$ cat config.mk
export PLATFORM = sky130hd
export DESIGN_NAME = twsc_two_wire_serial_block
export DESIGN_NICKNAME = d
export VERILOG_FILES = /design/src/twsc_pkg.sv /design/src/twsc_fifo.sv /design/src/twsc_two_wire_serial_block.sv
export SDC_FILE = /design/constraint.sdc
export NUM_CORES = 1
export LEC_CHECK = 0
export BUFFER_PORTS_ARGS = -buffer_cell sky130_fd_sc_hd__buf_4
export CAP_MARGIN = 20
export CORE_MARGIN = 4
export CORE_UTILIZATION = 55
export CTS_BUF_LIST = sky130_fd_sc_hd__clkbuf_8
export DETAILED_ROUTE_END_ITERATION = 6
export PLACE_DENSITY = 0.79
export REMOVE_ABC_BUFFERS = 1
export SLEW_MARGIN = 5
export SYNTH_ARGS = -nofsm -noshare
export SYNTH_HDL_FRONTEND = slang
export SYNTH_SLANG_ARGS = --single-unit
$ cat constraint.sdc
create_clock -name sys_clk_i -period 5.5 [get_ports sys_clk_i]
set_input_delay 0.55 -clock sys_clk_i [delete_from_list [all_inputs] [get_ports sys_clk_i]]
set_output_delay 0.55 -clock sys_clk_i [all_outputs]
set_load 0.005 [all_outputs]
$ cat src/twsc_pkg.sv
// constants, codes and carrier types of the two-wire serial block
// Overview of operation
// - four roles: controller send, controller receive, target send, target receive.
// - bus transfer stays suspended while done is set, until software clears it; not after lost arbitration or a target STOP.
// - status code sits in upper bits; low three bits read as zero.
// - control write with done, start and enable sends START, then done sets.
// - address plus write bit in data register, then done and enable start it.
// - after address byte and acknowledge slot, done sets; code tells ack or nack.
// - data byte in data register, then done and enable send it.
// - after data byte and acknowledge slot, done sets; code tells ack or nack.
// - direction bit is high on the data line for read, low for write.
// - low data line in acknowledge slot means ack, high means nack.
// - control write with stop, done and enable, start cleared, sends STOP.
// - after a START went out the status code is 0x08.
// - enable must be one or the block leaves the bus alone.
// - clock line held low while done is set, except after lost arbitration or a target STOP; released after it clears.
`default_nettype none
package twsc_pkg;

	localparam int SYS_PERIOD_NS = 10;
	localparam int SCL_PERIOD_NS = 10000;
	localparam int QTR_CYCLES = SCL_PERIOD_NS / (4 * SYS_PERIOD_NS);
	localparam int RX_FIFO_DEPTH = 4;
	localparam int DATA_W = 8;

	localparam logic [7:0] START_CODE = 8'h08;
	localparam logic [7:0] RESTART_CODE = 8'h10;
	localparam logic [7:0] ADDR_WRITE_ACKED_CODE = 8'h18;
	localparam logic [7:0] ADDR_WRITE_NACK_CODE = 8'h20;
	localparam logic [7:0] DATA_WRITE_ACKED_CODE = 8'h28;
	localparam logic [7:0] DATA_WRITE_NACK_CODE = 8'h30;
	localparam logic [7:0] ARB_LOST_CODE = 8'h38;
	localparam logic [7:0] ADDR_READ_ACKED_CODE = 8'h40;
	localparam logic [7:0] ADDR_READ_NACK_CODE = 8'h48;
	localparam logic [7:0] DATA_READ_ACKED_CODE = 8'h50;
	localparam logic [7:0] DATA_READ_NACK_CODE = 8'h58;
	localparam logic [7:0] TGT_WRITE_ADDR_CODE = 8'h60;
	localparam logic [7:0] TGT_RX_ACK_CODE = 8'h80;
	localparam logic [7:0] TGT_RX_NACK_CODE = 8'h88;
	localparam logic [7:0] TGT_STOP_CODE = 8'ha0;
	localparam logic [7:0] TGT_READ_ADDR_CODE = 8'ha8;
	localparam logic [7:0] TGT_TX_ACK_CODE = 8'hb8;
	localparam logic [7:0] TGT_TX_NACK_CODE = 8'hc0;
	localparam logic [7:0] NO_INFO_CODE = 8'hf8;

	localparam logic [3:0] ACK_BIT = 4'h8;
	localparam logic [3:0] BYTE_END = 4'h9;

	typedef enum logic [2:0] {
		TWSC_IDLE = 3'b000,
		TWSC_START = 3'b001,
		TWSC_HOLD = 3'b011,
		TWSC_SHIFT = 3'b010,
		TWSC_STOP = 3'b110
	} twsc_state_e;

	typedef struct packed {
		logic done_clr;
		logic start;
		logic stop;
		logic ack_en;
		logic enable;
	} twsc_ctrl_s;

endpackage
`default_nettype wire

$ cat src/twsc_fifo.sv
// receive byte fifo with registered read data
`timescale 1ns/1ps
`default_nettype none
module twsc_fifo #(
	parameter int W = 8,
	parameter int D = 4
) (
	input wire logic clk_i, // system clock
	input wire logic rstn_i, // sync reset, active low
	input wire logic in_valid_i, // write request
	input wire logic [W-1:0] in_data_i, // write data
	output logic in_ready_o, // room for one more word
	output logic out_valid_o, // read data valid
	output logic [W-1:0] out_data_o, // read data
	input wire logic out_ready_i // reader takes word
);
	localparam int AW = (D > 1) ? $clog2(D) : 1;
	logic [W-1:0] mem_q [D];
	logic [AW-1:0] wr_q, rd_q, rd_nx;
	logic [AW:0] cnt_q, cnt_d;
	logic push, pop;

	function automatic logic [AW-1:0] nxt(input logic [AW-1:0] p);
		nxt = (p == AW'(D - 1)) ? '0 : p + AW'(1);
	endfunction

	assign in_ready_o = (cnt_q != (AW+1)'(D));
	assign push = in_valid_i && in_ready_o;
	assign pop = out_valid_o && out_ready_i;
	assign rd_nx = nxt(rd_q);
	assign cnt_d = cnt_q + (AW+1)'(push) - (AW+1)'(pop);

	always_ff @(posedge clk_i) begin
		if (push) begin
			mem_q[wr_q] <= in_data_i;
		end
	end

	always_ff @(posedge clk_i) begin
		if (!rstn_i) begin
			wr_q <= '0;
			rd_q <= '0;
			cnt_q <= '0;
			out_valid_o <= 1'b0;
			out_data_o <= '0;
		end else begin
			cnt_q <= cnt_d;
			out_valid_o <= (cnt_d != '0);
			if (push) begin
				wr_q <= nxt(wr_q);
			end
			if (pop) begin
				rd_q <= rd_nx;
			end
			// keep the head word in its own register so readers see no mux
			if (pop && cnt_q > (AW+1)'(1)) begin
				out_data_o <= mem_q[rd_nx];
			end else if (push && (pop || cnt_q == '0)) begin
				out_data_o <= in_data_i;
			end
		end
	end
endmodule // twsc_fifo
`default_nettype wire

$ cat src/twsc_two_wire_serial_block.sv
// two-wire serial controller and target engine with status and done flag
`timescale 1ns/1ps
`default_nettype none
module twsc_two_wire_serial_block
	import twsc_pkg::*;
#(
	parameter int QTR = QTR_CYCLES,
	parameter int FIFO_DEPTH = RX_FIFO_DEPTH
) (
	input wire logic sys_clk_i, // system clock
	input wire logic rstn_i, // sync reset, active low
	input wire logic ctrl_wr_i, // control register write strobe
	input wire twsc_ctrl_s ctrl_i, // control register write value
	input wire logic data_wr_i, // shift data register write strobe
	input wire logic [7:0] data_i, // shift data register write value
	input wire logic [6:0] own_addr_i, // own target address
	output logic done_o, // operation done flag
	output logic [7:0] status_o, // status register
	output logic [7:0] data_o, // shift data register read value
	output logic wr_coll_o, // data write refused while busy
	output logic rx_valid_o, // received byte waiting
	output logic [7:0] rx_data_o, // received byte
	input wire logic rx_ready_i, // received byte taken
	input wire logic scl_i, // clock line level
	output logic scl_o, // clock line drive value
	output logic scl_oe_o, // clock line pulled low
	input wire logic sda_i, // data line level
	output logic sda_o, // data line drive value
	output logic sda_oe_o // data line pulled low
);
	twsc_state_e state_q;
	logic [15:0] div_q;
	logic tick_q, scl_q, sda_q, busy_q;
	logic done_q, set_done_q, start_q, stop_q, enable_q, ack_en_q;
	logic tgt_q, rd_q, addr_q, rep_q, smp_q, tack_q, stall_q, coll_q;
	logic [1:0] ph_q;
	logic [3:0] bit_q;
	logic [7:0] sh_q, status_q;
	logic scl_oe_q, sda_oe_q, push_q, fifo_rdy;
	logic start_det, stop_det, scl_fall, scl_rise;
	logic ctl_tx, tgt_tx, ctl_low, tgt_low, tack, tevt, hold_go;

	assign scl_o = 1'b0;
	assign sda_o = 1'b0;
	assign scl_oe_o = scl_oe_q;
	assign sda_oe_o = sda_oe_q;
	assign done_o = done_q;
	assign status_o = status_q;
	assign data_o = sh_q;
	assign wr_coll_o = coll_q;

	assign start_det = scl_q && scl_i && sda_q && !sda_i;
	assign stop_det = scl_q && scl_i && !sda_q && sda_i;
	assign scl_fall = scl_q && !scl_i;
	assign scl_rise = !scl_q && scl_i;
	// address bytes always go out; data direction follows the latched bit
	assign ctl_tx = !rd_q || addr_q;
	assign tgt_tx = rd_q && !addr_q;
	assign ctl_low = (bit_q < ACK_BIT) ? (ctl_tx && !sh_q[7])
		: (!ctl_tx && ack_en_q);
	assign tack = addr_q ? (sh_q[7:1] == own_addr_i && ack_en_q) : ack_en_q;
	assign tgt_low = (bit_q < ACK_BIT) ? (tgt_tx && !sh_q[7])
		: (!tgt_tx && tack);
	assign tevt = scl_fall || (stall_q && fifo_rdy);
	assign hold_go = ctrl_wr_i && ctrl_i.done_clr && done_q;

	always_ff @(posedge sys_clk_i) begin
		if (!rstn_i) begin
			div_q <= 16'h0000;
			tick_q <= 1'b0;
		end else if (div_q == 16'(QTR - 1)) begin
			div_q <= 16'h0000;
			tick_q <= 1'b1;
		end else begin
			div_q <= div_q + 16'h0001;
			tick_q <= 1'b0;
		end
	end

	always_ff @(posedge sys_clk_i) begin
		if (!rstn_i) begin
			scl_q <= 1'b1;
			sda_q <= 1'b1;
			busy_q <= 1'b0;
		end else begin
			scl_q <= scl_i;
			sda_q <= sda_i;
			if (start_det) begin
				busy_q <= 1'b1;
			end else if (stop_det) begin
				busy_q <= 1'b0;
			end
		end
	end

	// a set arriving with the software clear wins
	always_ff @(posedge sys_clk_i) begin
		if (!rstn_i) begin
			done_q <= 1'b0;
			enable_q <= 1'b0;
			ack_en_q <= 1'b0;
			coll_q <= 1'b0;
		end else begin
			if (set_done_q) begin
				done_q <= 1'b1;
			end else if (ctrl_wr_i && ctrl_i.done_clr) begin
				done_q <= 1'b0;
			end
			if (ctrl_wr_i) begin
				enable_q <= ctrl_i.enable;
				ack_en_q <= ctrl_i.ack_en;
			end
			if (data_wr_i) begin
				coll_q <= !(done_q || state_q == TWSC_IDLE);
			end
		end
	end

	always_ff @(posedge sys_clk_i) begin
		set_done_q <= 1'b0;
		push_q <= 1'b0;
		if (!rstn_i) begin
			state_q <= TWSC_IDLE;
			start_q <= 1'b0;
			stop_q <= 1'b0;
			scl_oe_q <= 1'b0;
			sda_oe_q <= 1'b0;
			status_q <= NO_INFO_CODE;
			sh_q <= 8'h00;
			ph_q <= 2'h0;
			bit_q <= 4'h0;
			{tgt_q, rd_q, addr_q, rep_q, smp_q, tack_q, stall_q} <= 7'h00;
		end else begin
			// writes while a byte is on the wire would corrupt it
			if (data_wr_i && (done_q || state_q == TWSC_IDLE)) begin
				sh_q <= data_i;
			end
			// controller roles come from a software start; target roles from a START seen on the bus
			if (ctrl_wr_i && ctrl_i.done_clr && ctrl_i.enable) begin
				start_q <= ctrl_i.start;
				stop_q <= ctrl_i.stop && !ctrl_i.start;
			end
			case (state_q)
			TWSC_IDLE: begin
				scl_oe_q <= 1'b0;
				sda_oe_q <= 1'b0;
				ph_q <= 2'h0;
				rep_q <= 1'b0;
				stall_q <= 1'b0;
				if (enable_q && start_det) begin
					state_q <= TWSC_SHIFT;
					{tgt_q, addr_q, rd_q} <= 3'b110;
					bit_q <= 4'h0;
				end else if (enable_q && start_q && !busy_q && tick_q) begin
					state_q <= TWSC_START;
					tgt_q <= 1'b0;
				end
			end
			TWSC_START: if (tick_q) begin
				case (ph_q)
				2'h0: begin
					sda_oe_q <= 1'b0;
					ph_q <= 2'h1;
				end
				2'h1: begin
					scl_oe_q <= 1'b0;
					ph_q <= 2'h2;
				end
				2'h2: if (scl_i) begin
					sda_oe_q <= 1'b1;
					ph_q <= 2'h3;
				end
				default: begin
					scl_oe_q <= 1'b1;
					status_q <= rep_q ? RESTART_CODE : START_CODE;
					set_done_q <= 1'b1;
					start_q <= 1'b0;
					{rep_q, addr_q} <= 2'b11;
					bit_q <= 4'h0;
					ph_q <= 2'h0;
					state_q <= TWSC_HOLD;
				end
				endcase
			end
			TWSC_HOLD: begin
				scl_oe_q <= 1'b1;
				if (hold_go && ctrl_i.enable) begin
					ph_q <= 2'h0;
					bit_q <= 4'h0;
					if (tgt_q) begin
						scl_oe_q <= 1'b0;
						sda_oe_q <= rd_q && !sh_q[7];
						state_q <= TWSC_SHIFT;
					end else if (ctrl_i.stop) begin
						state_q <= TWSC_STOP;
					end else if (ctrl_i.start) begin
						state_q <= TWSC_START;
					end else begin
						state_q <= TWSC_SHIFT;
					end
				end
			end
			TWSC_SHIFT: if (tgt_q) begin
				if (stop_det || start_det) begin
					if (!addr_q && stop_det) begin
						status_q <= TGT_STOP_CODE;
						set_done_q <= 1'b1;
					end
					state_q <= start_det ? TWSC_SHIFT : TWSC_IDLE;
					{addr_q, rd_q} <= 2'b10;
					bit_q <= 4'h0;
					sda_oe_q <= 1'b0;
				end else if (scl_rise && bit_q < BYTE_END) begin
					if (bit_q < ACK_BIT) begin
						sh_q <= {sh_q[6:0], sda_i};
					end else begin
						smp_q <= sda_i;
					end
					bit_q <= bit_q + 4'h1;
				end else if (tevt && bit_q == ACK_BIT && !tgt_tx && !addr_q
					&& !fifo_rdy) begin
					scl_oe_q <= 1'b1;
					stall_q <= 1'b1;
				end else if (tevt && bit_q < BYTE_END) begin
					stall_q <= 1'b0;
					scl_oe_q <= 1'b0;
					sda_oe_q <= tgt_low;
					tack_q <= tack;
				end else if (tevt) begin
					sda_oe_q <= 1'b0;
					addr_q <= 1'b0;
					if (addr_q && !tack_q) begin
						state_q <= TWSC_IDLE;
					end else begin
						scl_oe_q <= 1'b1;
						set_done_q <= 1'b1;
						state_q <= TWSC_HOLD;
						if (addr_q) begin
							rd_q <= sh_q[0];
							status_q <= sh_q[0] ? TGT_READ_ADDR_CODE
								: TGT_WRITE_ADDR_CODE;
						end else if (tgt_tx) begin
							status_q <= smp_q ? TGT_TX_NACK_CODE
								: TGT_TX_ACK_CODE;
						end else begin
							push_q <= 1'b1;
							status_q <= tack_q ? TGT_RX_ACK_CODE
								: TGT_RX_NACK_CODE;
						end
					end
				end
			end else if (tick_q) begin
				case (ph_q)
				2'h0: if (!(bit_q == ACK_BIT && !ctl_tx && !fifo_rdy)) begin
					sda_oe_q <= ctl_low;
					ph_q <= 2'h1;
				end
				2'h1: begin
					scl_oe_q <= 1'b0;
					ph_q <= 2'h2;
				end
				2'h2: if (scl_i) begin
					smp_q <= sda_i;
					ph_q <= 2'h3;
					// driving high but the line reads low: another controller won
					if (ctl_tx && bit_q < ACK_BIT && !ctl_low && !sda_i) begin
						sda_oe_q <= 1'b0;
						status_q <= ARB_LOST_CODE;
						set_done_q <= 1'b1;
						start_q <= 1'b0;
						state_q <= TWSC_IDLE;
					end
				end
				default: begin
					scl_oe_q <= 1'b1;
					ph_q <= 2'h0;
					if (bit_q < ACK_BIT) begin
						sh_q <= {sh_q[6:0], smp_q};
						bit_q <= bit_q + 4'h1;
					end else begin
						// sda held while scl falls
						set_done_q <= 1'b1;
						addr_q <= 1'b0;
						state_q <= TWSC_HOLD;
						if (addr_q) begin
							rd_q <= sh_q[0];
							if (sh_q[0]) begin
								status_q <= smp_q ? ADDR_READ_NACK_CODE
									: ADDR_READ_ACKED_CODE;
							end else begin
								status_q <= smp_q ? ADDR_WRITE_NACK_CODE
									: ADDR_WRITE_ACKED_CODE;
							end
						end else if (!rd_q) begin
							status_q <= smp_q ? DATA_WRITE_NACK_CODE
								: DATA_WRITE_ACKED_CODE;
						end else begin
							push_q <= 1'b1;
							status_q <= ack_en_q ? DATA_READ_ACKED_CODE
								: DATA_READ_NACK_CODE;
						end
					end
				end
				endcase
			end
			TWSC_STOP: if (tick_q) begin
				case (ph_q)
				2'h0: begin
					sda_oe_q <= 1'b1;
					ph_q <= 2'h1;
				end
				2'h1: begin
					scl_oe_q <= 1'b0;
					ph_q <= 2'h2;
				end
				2'h2: if (scl_i) begin
					sda_oe_q <= 1'b0;
					ph_q <= 2'h3;
				end
				default: begin
					// no done after a stop; a pending start runs from idle
					stop_q <= 1'b0;
					state_q <= TWSC_IDLE;
				end
				endcase
			end
			default: state_q <= TWSC_IDLE;
			endcase
			if (!enable_q) begin
				state_q <= TWSC_IDLE;
			end
		end
	end

	twsc_fifo #(
		.W(DATA_W),
		.D(FIFO_DEPTH)
	) u_rx_fifo (
		.clk_i(sys_clk_i),
		.rstn_i(rstn_i),
		.in_valid_i(push_q),
		.in_data_i(sh_q),
		.in_ready_o(fifo_rdy),
		.out_valid_o(rx_valid_o),
		.out_data_o(rx_data_o),
		.out_ready_i(rx_ready_i)
	);
endmodule // twsc_two_wire_serial_block
`default_nettype wire
# Yosys cells after proc, flatten, opt, wreduce, memory -nomap -nowiden
# Memory sizes are Yosys's and may differ from the RTL's.
# Index checks and enable logic that the tools add are counted.
word_totals:
  reg_bits: 77
  ram_bits: 32
  out_inout_bits: 31
  elab_cells: 411
  memories: 1
mem_list:
  columns: ["name", "depth", "word_bits", "rd", "rd_ports_with_merged_regs", "write_ports", "line", "source"]
  rows:
  - ["u_rx_fifo.mem_q", 4, 8, 1, 0, 1, "twsc_fifo.sv:18", "logic [W-1:0] mem_q [D];"]
op_classes:
  add_sub_neg: 6
  order_cmp: 3
  n_eq_ne: 58
  muxes: 212
  bitwise_logic: 4
  n_reduce_logical: 96
op_table:
  columns: ["operator", "count"]
  rows:
  - ["$mux W8", 28]
  - ["$mux W1", 111]
  - ["$mux W3", 19]
  - ["$mux W4", 13]
  - ["$ne A4 B4 Y1 const B", 12]
  - ["$logic_and A1 B1 Y1", 41]
  - ["$ne A3 B3 Y1 const B", 13]
  - ["$pmux W8 S2", 2]
  - ["$mux W7", 4]
  - ["$ne A2 B2 Y1 const B", 13]
  - ["$mux W2", 12]
  - ["$pmux W1 S2", 10]
  - ["$reduce_bool A2 Y1", 10]
  - ["$pmux W2 S3", 3]
  - ["$reduce_and A17 Y1", 1]
  - ["$add A16 B1 Y16 const B", 1]
  - ["$eq A16 B8 Y1 const B", 1]
  - ["$pmux W4 S4", 1]
  - ["$ne A5 B5 Y1 const B", 3]
  - ["$pmux W3 S5", 1]
  - ["$reduce_and A15 Y1", 1]
  - ["$logic_not A1 Y1", 14]
  - ["$reduce_and A14 Y1", 1]
  - ["$reduce_and A7 Y1", 2]
  - ["other kinds (40)", 62]

# Longest topological paths before layout
# Gate-level depths: netlist (run 1).
logic_depth:
  depth_word: 14
  depth_mapped: 10
  depth_no_buf: 10

# By module
# A second synthesis (run 1) with hierarchy kept.
unflattened:
  hier_cells: 602
  area_unflattened_um2: 5833.1
modules_own_cells:
  columns: ["module", "instances", "cells_each", "area_each_um2", "seq_area_each_um2"]
  rows:
  - ["twsc_two_wire_serial_block", 1, 470, 3824.9, 1161.1]
  - ["twsc_fifo", 1, 132, 2008.2, 1281.2]

# Least setup slack after synthesis (run 1)
# Ideal clock, no wire load.
synth_path:
  kind: "in2reg"
  start: "in rx_ready_i"
  end: "reg u_rx_fifo.out_valid_o"
  t_arrival_ns: 1.996
  t_required_ns: 5.372
  slack_ns: 3.377
  stages: 10
  path_buffers: 0
  cell_sequence: "nand2_1 inv_1 ha_1 inv_1 ha_1 inv_1 fa_1 xor2_1 nor3b_1 nor2_1"
synth_between:
  elab_chain_cells: 3
synth_lines:
  columns: ["item", "line", "source"]
  rows:
  - ["from (decl)", "twsc_two_wire_serial_block.sv:23", "input wire logic rx_ready_i,"]
  - ["$logic_and A1 B1 Y1", "twsc_fifo.sv:29", "assign pop = out_valid_o && out_ready_i;"]
  - ["named net u_rx_fifo.pop", "twsc_fifo.sv:21", "logic push, pop;"]
  - ["$sub A3 B1 Y3", "twsc_fifo.sv:31", "assign cnt_d = cnt_q + (AW+1)'(push) - (AW+1)'(pop);"]
  - ["$reduce_bool A3 Y1", "twsc_fifo.sv:48", "out_valid_o <= (cnt_d != '0);"]
  - ["to (signal assigned)", "twsc_fifo.sv:48", null]
  - ["to (decl)", "twsc_fifo.sv:13", "output logic out_valid_o,"]
# The timed path passes the listed nets, and every way through them passes these cells.
# A chain may end at the register's enable or synchronous reset.

# Worst setup path after layout (run 1)
layout_path:
  start: "reg tgt_q"
  end: "reg status_q[4], in the netlist status_o[4]"
layout_between:
  elab_chain_cells: 2
  elab_cells_between_ends: 14
  classes_between: "11 x eq/ne; 2 x mux; 1 x reduce/logical"
layout_lines:
  columns: ["item", "line", "source"]
  rows:
  - ["from (decl)", "twsc_two_wire_serial_block.sv:35", "logic tgt_q, rd_q, addr_q, rep_q, smp_q, tack_q, stall_q, coll_q;"]
  - ["from (signal assigned)", "twsc_two_wire_serial_block.sv:132", "{tgt_q, rd_q, addr_q, rep_q, smp_q, tack_q, stall_q} <= 7'h00;"]
  - ["from (signal assigned)", "twsc_two_wire_serial_block.sv:152", "{tgt_q, addr_q, rd_q} <= 3'b110;"]
  - ["from (signal assigned)", "twsc_two_wire_serial_block.sv:156", "tgt_q <= 1'b0;"]
  - ["$ne A4 B4 Y1 (no line), or another cell as far along", null, null]
  - ["$reduce_and A14 Y1 (no line) / $pmux W8 S2 (equally long branches)", null, null]
  - ["to (signal assigned)", "twsc_two_wire_serial_block.sv:175", "status_q <= rep_q ? RESTART_CODE : START_CODE;"]
  - ["to (signal assigned)", "twsc_two_wire_serial_block.sv:240", "status_q <= sh_q[0] ? TGT_READ_ADDR_CODE"]
  - ["to (signal assigned)", "twsc_two_wire_serial_block.sv:243", "status_q <= smp_q ? TGT_TX_NACK_CODE"]
  - ["to (decl)", "twsc_two_wire_serial_block.sv:38", "logic [7:0] sh_q, status_q;"]
# Parallel ways exist; a longest one is shown, timed or not.

==> flow_summary.toml, run 1 <==
[final_layout]
syn2layout_area_growth_pct = 10.58
diodes = 0
nets = 709
layout-drive-gt1-share_pct = 14.54

[synth]
synthDistinctLibCells = 68
async_reset_ff_share_pct = 0
yosysWarningCount = 0
synth_edf_count = 32
syn_inst = 629
yosys-top-cells-area = "dfxtp_1 (26%), edfxtp_1 (17%), nor2_1 (5.2%)"
synth_area_um2 = 5808
yosys.area.top_type = "dfxtp_1"
syn_area_per_cell_um2 = 9.234
seq_area_frac_synth_pct = 42.05
synth-main-ff-cell = "dfxtp_1"
ys_ff_latch = 106
synth_top_cell_area_share_pct = 25.51

[sta]
slew_headroom_pct = 44.11
rsz0062_at_grt = "false"
tightest_slew_ns = 0.8372
finClkSkew_ns = 0.01818
finalCriticalPeriod_ns = 2.789
fin_crit_sh_pct = 50.71
setup_viol = 0
hold_viol_final = 0
fin_setup_tns_ns = 0
worst_hold_slack_ns = 0.4098
fmax_ghz = 0.3585
drv_slew = 0

[flow_run]
maxCapViolations = 0

[worst_setup_path]
timing.rr.end = "status_o[4]"
cp_max_fo = 16
ff2ff_path_depth = 5
worstSetupStartpoint = "tgt_q"
start_kind = "flip-flop"
critical_path_class = "flip-flop to flip-flop"
crit_arrival_ns = 3.03
critPathCaptureType = "flip-flop"
crit_required_ns = 5.74
r2r-start = "tgt_q"
r2r_slack_ns = 2.71

[pwr]
p_sw_share_pct = 28.15
power_frac_comb_pct = 15.9
internal-power_w = 0.001129
clockPowerShare_pct = 28.9
seqPwrFrac_pct = 55.2
p_sw_w = 0.0004422
leakagePower_nw = 2.395
power_w = 0.001571
ir_drop_mv = 0.1478
power_density_nw_per_um2 = 244.6

[floorplan]
dieArea_um2 = 12270
die_width_um = 110.8
dieHeight_um = 110.8
core-area_um2 = 10320
row_count = 37
initial_core_util_pct = 56.26
io_pins = 58

[run_status]
status = "finished, final reports clean"

[min_path]
min_from = "data_wr_i"
min_to = "wr_coll_o"
hold_class = "input pin to flip-flop"
holdPathStages = 2

[place]
port_buffers = 52
gp_congestion = 1.018
dp_hpwl_um = 10730

[drt]
drtIter0Drc = 472
via_count = 4926
routed_wl_um = 14700
wl_per_cell_um = 18.30
vias_per_cell = 6.134
drc = 0
detail-route-antenna-nets = 0
dr.pass1.iters = 5

[clock_tree]
ctsLongestPathBuffers = 2
cts_root_buffer = "clkbuf_8"
h-tree-depth = 3
insertion_delay_ns = 0.38
clock-sinks = 106
cts_made_buffers = 9
cts_resized = 0
postCtsSetupBuffers = 0
cts_tree = "built"
clkTransAtPathRegs_ns = 0.11
hold_buffers = 0

[global_route]
antenna_found_initial = 0
grt_start_max_net_pins = 31
grt_use_total_pct = 23.93
grt_pass1_vias = 4731
grt_pass1_wl_um = 24160
grt.overflow.total = 0
-- worst max path at each step --
| stage | cells after the start | end |
|---|---|---|
| after floorplan | 6 | data_o[0] |
| after global placement | 5 | status_o[6] |
| after detailed placement | 5 | status_o[4] |
| after CTS | 5 | status_o[4] |
| after global routing | 6 | status_o[4] |
| final | 5 | status_o[4] |
-- cells by family (layout without fill, tap and decap cells) --
logic type,count (synthesis),count (layout),share of synthesized area (%)
flops,106,106,42.05
fa+ha+maj,20,20,4.438
compound gates,143,143,16.37
other cells,1,5,0.06457
buf+inv,66,100,4.696
xor+xnor,23,23,3.468
simple gates,235,235,21.11
mux,35,35,7.798
-- power by group through the flow --
stage	Sequential (W)	Clock (W)	Combinational, W
global placement	0.000882	0	0.000241
detailed placement	0.000886	0	0.000250
floorplan	0.000878	0	0.000164
global route	0.000874	0.000497	0.000278
finish	0.000868	0.000453	0.000250
CTS	0.000868	0.000462	0.000251
-- metrics by stage --
| step | std cells | area [um2] | worst slack [ns] | util, % |
|---|---|---|---|---|
| after detailed placement | 787 | 6246 | 2.892 | 60.50 |
| after CTS | 803 | 6422 | 2.847 | 62.21 |
| final | 803 | 6422 | 2.711 | 62.21 |
| after global routing | 803 | 6422 | 2.582 | 62.21 |
| after global placement | 787 | 6246 | 2.941 | 60.50 |
| after floorplan | 595 | 5655 | 2.902 | - |
-- routing by layer --
layer	up-vias	track usage, %	wire [um]
li1	2345	-	-
met3	40	4.421	1126
met5	-	0	0
met2	218	39.68	6903
met1	2323	31.20	6212
met4	0	8.867	452
-- critical path: stages, from the launching register on --
cell      delay [ns]
dfxtp_1         0.78
clkinv_1        0.49
o311a_1         0.49
nor4_4          0.56
o211a_1         0.24
o21ai_0         0.09
-- cell type report --
class | count | area, um2
repair buffers | 56 | 420.4
flip-flops and latches | 106 | 2442
fillers | 866 | 3901
well taps | 136 | 170.2
clock inverters | 7 | 52.55
clock buffers | 9 | 123.9
multi-input cells | 461 | 3108
inverters | 28 | 105.1
-- placed cells by master (no fill, tap or decap), types with 6 or more instances in the layout --
master    count
nand4_1       8
nor2_1       81
xnor2_1      11
nand3_1      17
and2_1        6
dfxtp_1      74
a21o_1        6
ha_1         19
mux4_2        8
nor4_1        8
buf_4        56
xor2_1       12
o21ai_0      25
nand2b_1     13
nand2_1      40
a31oi_1      10
nor2b_1       6
and3_1       11
a21oi_1      43
inv_1        27
clkbuf_8      9
mux2i_1      25
a211oi_1     11
edfxtp_1     32
nor3_1       12
-- flip-flops by register name (all words and copies together), names as in the netlist, 2 cells and up --
signal	count
u_rx_fifo.cnt_q	3
bit_q	4
data_o	8
u_rx_fifo.mem_q	32
state_q	3
u_rx_fifo.out_data_o	8
div_q	16
ph_q	2
u_rx_fifo.rd_q	2
status_o	5
u_rx_fifo.wr_q	2
-- cells in the mapped netlist (all sizes together) (3+ instances only) --
cell type	count
and2	6
a221oi	4
o31ai	3
nor3b	4
inv	26
xor2	12
nor4b	4
nand3	17
nor2	82
mux4	8
buf	9
o221ai	4
xnor2	11
nand2b	13
o32ai	3
o21ai	26
a211o	5
nand4	8
a31oi	10
nand3b	5
ha	19
o21a	5
nor2b	6
or3	3
a21oi	44
nand2	40
and3	11
clkbuf	29
edfxtp	32
o211ai	3
a2111oi	3
nand4b	3
nor3	15
dfxtp	74
nor4	9
a211oi	11
mux2i	25
a21o	6
a22oi	4
(Power assumes the default switching activity.)
==> run 2: changes to the inputs <==
==> constraint.sdc (replaced) <==
create_clock -name sys_clk_i -period 2.9 [get_ports sys_clk_i]
set_input_delay 0.29 -clock sys_clk_i [delete_from_list [all_inputs] [get_ports sys_clk_i]]
set_output_delay 0.29 -clock sys_clk_i [all_outputs]
set_load 0.005 [all_outputs]
==> flow_summary.toml, run 2 (same netlist as run 1, synthesis figures left out) <==
[sta]
rsz0062_at_grt = "false"
fmax_ghz = 0.4000
fin_setup_tns_ns = 0
setup_viol = 0
finClkSkew_ns = 0.01972
slew_headroom_pct = 49.37
finalCriticalPeriod_ns = 2.500
hold_viol_final = 0
fin_crit_sh_pct = 86.21
tightest_slew_ns = 0.7567
drv_slew = 0

[final_layout]
nets = 727
layout-drive-gt1-share_pct = 16.79
layout_common_cells = "nor2_1 (81), dfxtp_1 (74), buf_4 (74), a21oi_1 (43), nand2_1 (40)"
final-instance-count-excl-fill = 821
largest_reg_flops = 32
syn2layout_area_growth_pct = 13.57
regMostFlops = "u_rx_fifo.mem_q"
reg.largest.list = "u_rx_fifo.mem_q: 32 flops, div_q: 16 flops"
diodes = 0
final_common_cell = "nor2_1"

[global_route]
grt.overflow.total = 0
grt_pass1_wl_um = 25780
antenna_found_initial = 0
grt_start_max_net_pins = 24
grt_use_total_pct = 25.84
grt_pass1_vias = 4953

[clock_tree]
insertion_delay_ns = 0.38
cts_root_buffer = "clkbuf_8"
clock-sinks = 106
postCtsSetupBuffers = 0
cts_tree = "built"
clkTransAtPathRegs_ns = 0.11
h-tree-depth = 3
cts_resized = 0
cts_made_buffers = 9
ctsLongestPathBuffers = 2
hold_buffers = 0

[drt]
dr.pass1.iters = 7
vias_per_cell = 6.180
wl_per_cell_um = 19.64
routed_wl_um = 16120
drtIter0Drc = 532
drc = 0
via_count = 5074
detail-route-antenna-nets = 0

[min_path]
min_to = "wr_coll_o"
min_from = "data_wr_i"
hold_class = "input pin to flip-flop"
holdPathStages = 2

[floorplan]
die_width_um = 110.8
io_pins = 58
dieArea_um2 = 12270
row_count = 37
dieHeight_um = 110.8
initial_core_util_pct = 56.26
core-area_um2 = 10320

[worst_setup_path]
critPathCaptureType = "flip-flop"
slowest_stage = "dfxtp_1"
critical_path_class = "flip-flop to flip-flop"
crit_buf_inv = 0
timing.rr.end = "status_o[4]"
r2r-start = "state_q[0]"
start_kind = "flip-flop"
ff2ff_path_depth = 6
cp_max_fo = 23
r2r_slack_ns = 0.40
crit_arrival_ns = 2.75
path_cells = "nand4bb_1 -> a21oi_1 -> o21a_1 -> nor4_4 -> o211a_1 -> o21ai_0"
critPathMaxStageDelay_ns = 0.81
cpLargestDelayFamily = "simple AND/OR/NAND/NOR gates"
crit_required_ns = 3.15

[flow_run]
maxCapViolations = 0

[place]
gp_congestion = 0.9992
dp_hpwl_um = 11840
place_inst = 805
port_buffers = 52

[run_status]
status = "finished, final reports clean"

[pwr]
ir_drop_mv = 0.2552
leakagePower_nw = 2.507
power_density_nw_per_um2 = 477.3
[run 2: changes by cell type in the layout (fill, tap and decap cells not counted), sizes merged]
| cell | delta |
|---|---|
| clkinvlp | -1 |
| buf | +18 |
| inv | -3 |
| bufinv | +2 |
| clkinv | +2 |
[run 2: area by class of cell]
cell class / count / area, um2
Fill cell: 872 / 3727
Clock buffer: 9 / 123.9
Inverter: 28 / 105.1
Sequential cell: 106 / 2442
Timing Repair Buffer: 74 / 555.5
Tap cell: 136 / 170.2
Multi-Input combinational cell: 461 / 3108
Clock inverter: 7 / 91.34
[run 2: stage by stage]
stage                     hold WS, ns  utilization, %  setup slack (ns)  total power [W]  instance area (um2)
final                          0.1413           63.90            0.3999         0.003148                 6596
after global routing           0.1460           63.90            0.1820         0.003289                 6596
after CTS                      0.1399           63.90            0.4224         0.003162                 6596
after detailed placement       0.4663           61.81            0.4462         0.002175                 6381
after global placement         0.4293           61.81            0.4519         0.002144                 6381
after floorplan                0.3519               -            0.3016         0.001975                 5655
[run 2: worst max-delay path by stage]
stage | from | to | slack [ns] | cells after the start
floorplan | state_q[2] | data_o[0] | 0.30 | 6
global placement | addr_q | status_o[6] | 0.45 | 6
detailed placement | ph_q[0] | status_o[4] | 0.45 | 7
CTS | ph_q[0] | status_o[4] | 0.42 | 7
global route | addr_q | status_o[6] | 0.18 | 6
finish | state_q[0] | status_o[4] | 0.40 | 6
[run 2: power by group]
group / switching (W) / leakage (nW) / internal, W
sequential: 0.0000599 / 0.894 / 0.00158
clock: 0.000523 / 0.115 / 0.000487
combinational: 0.000257 / 1.50 / 0.000239
[run 2: routing by layer]
metal	track usage, %	up-vias	wire [um]
met4	11.66	0	618
met1	32.63	2405	6513
met3	5.404	49	1317
met2	42.56	257	7673
met5	0	-	0
li1	-	2363	-
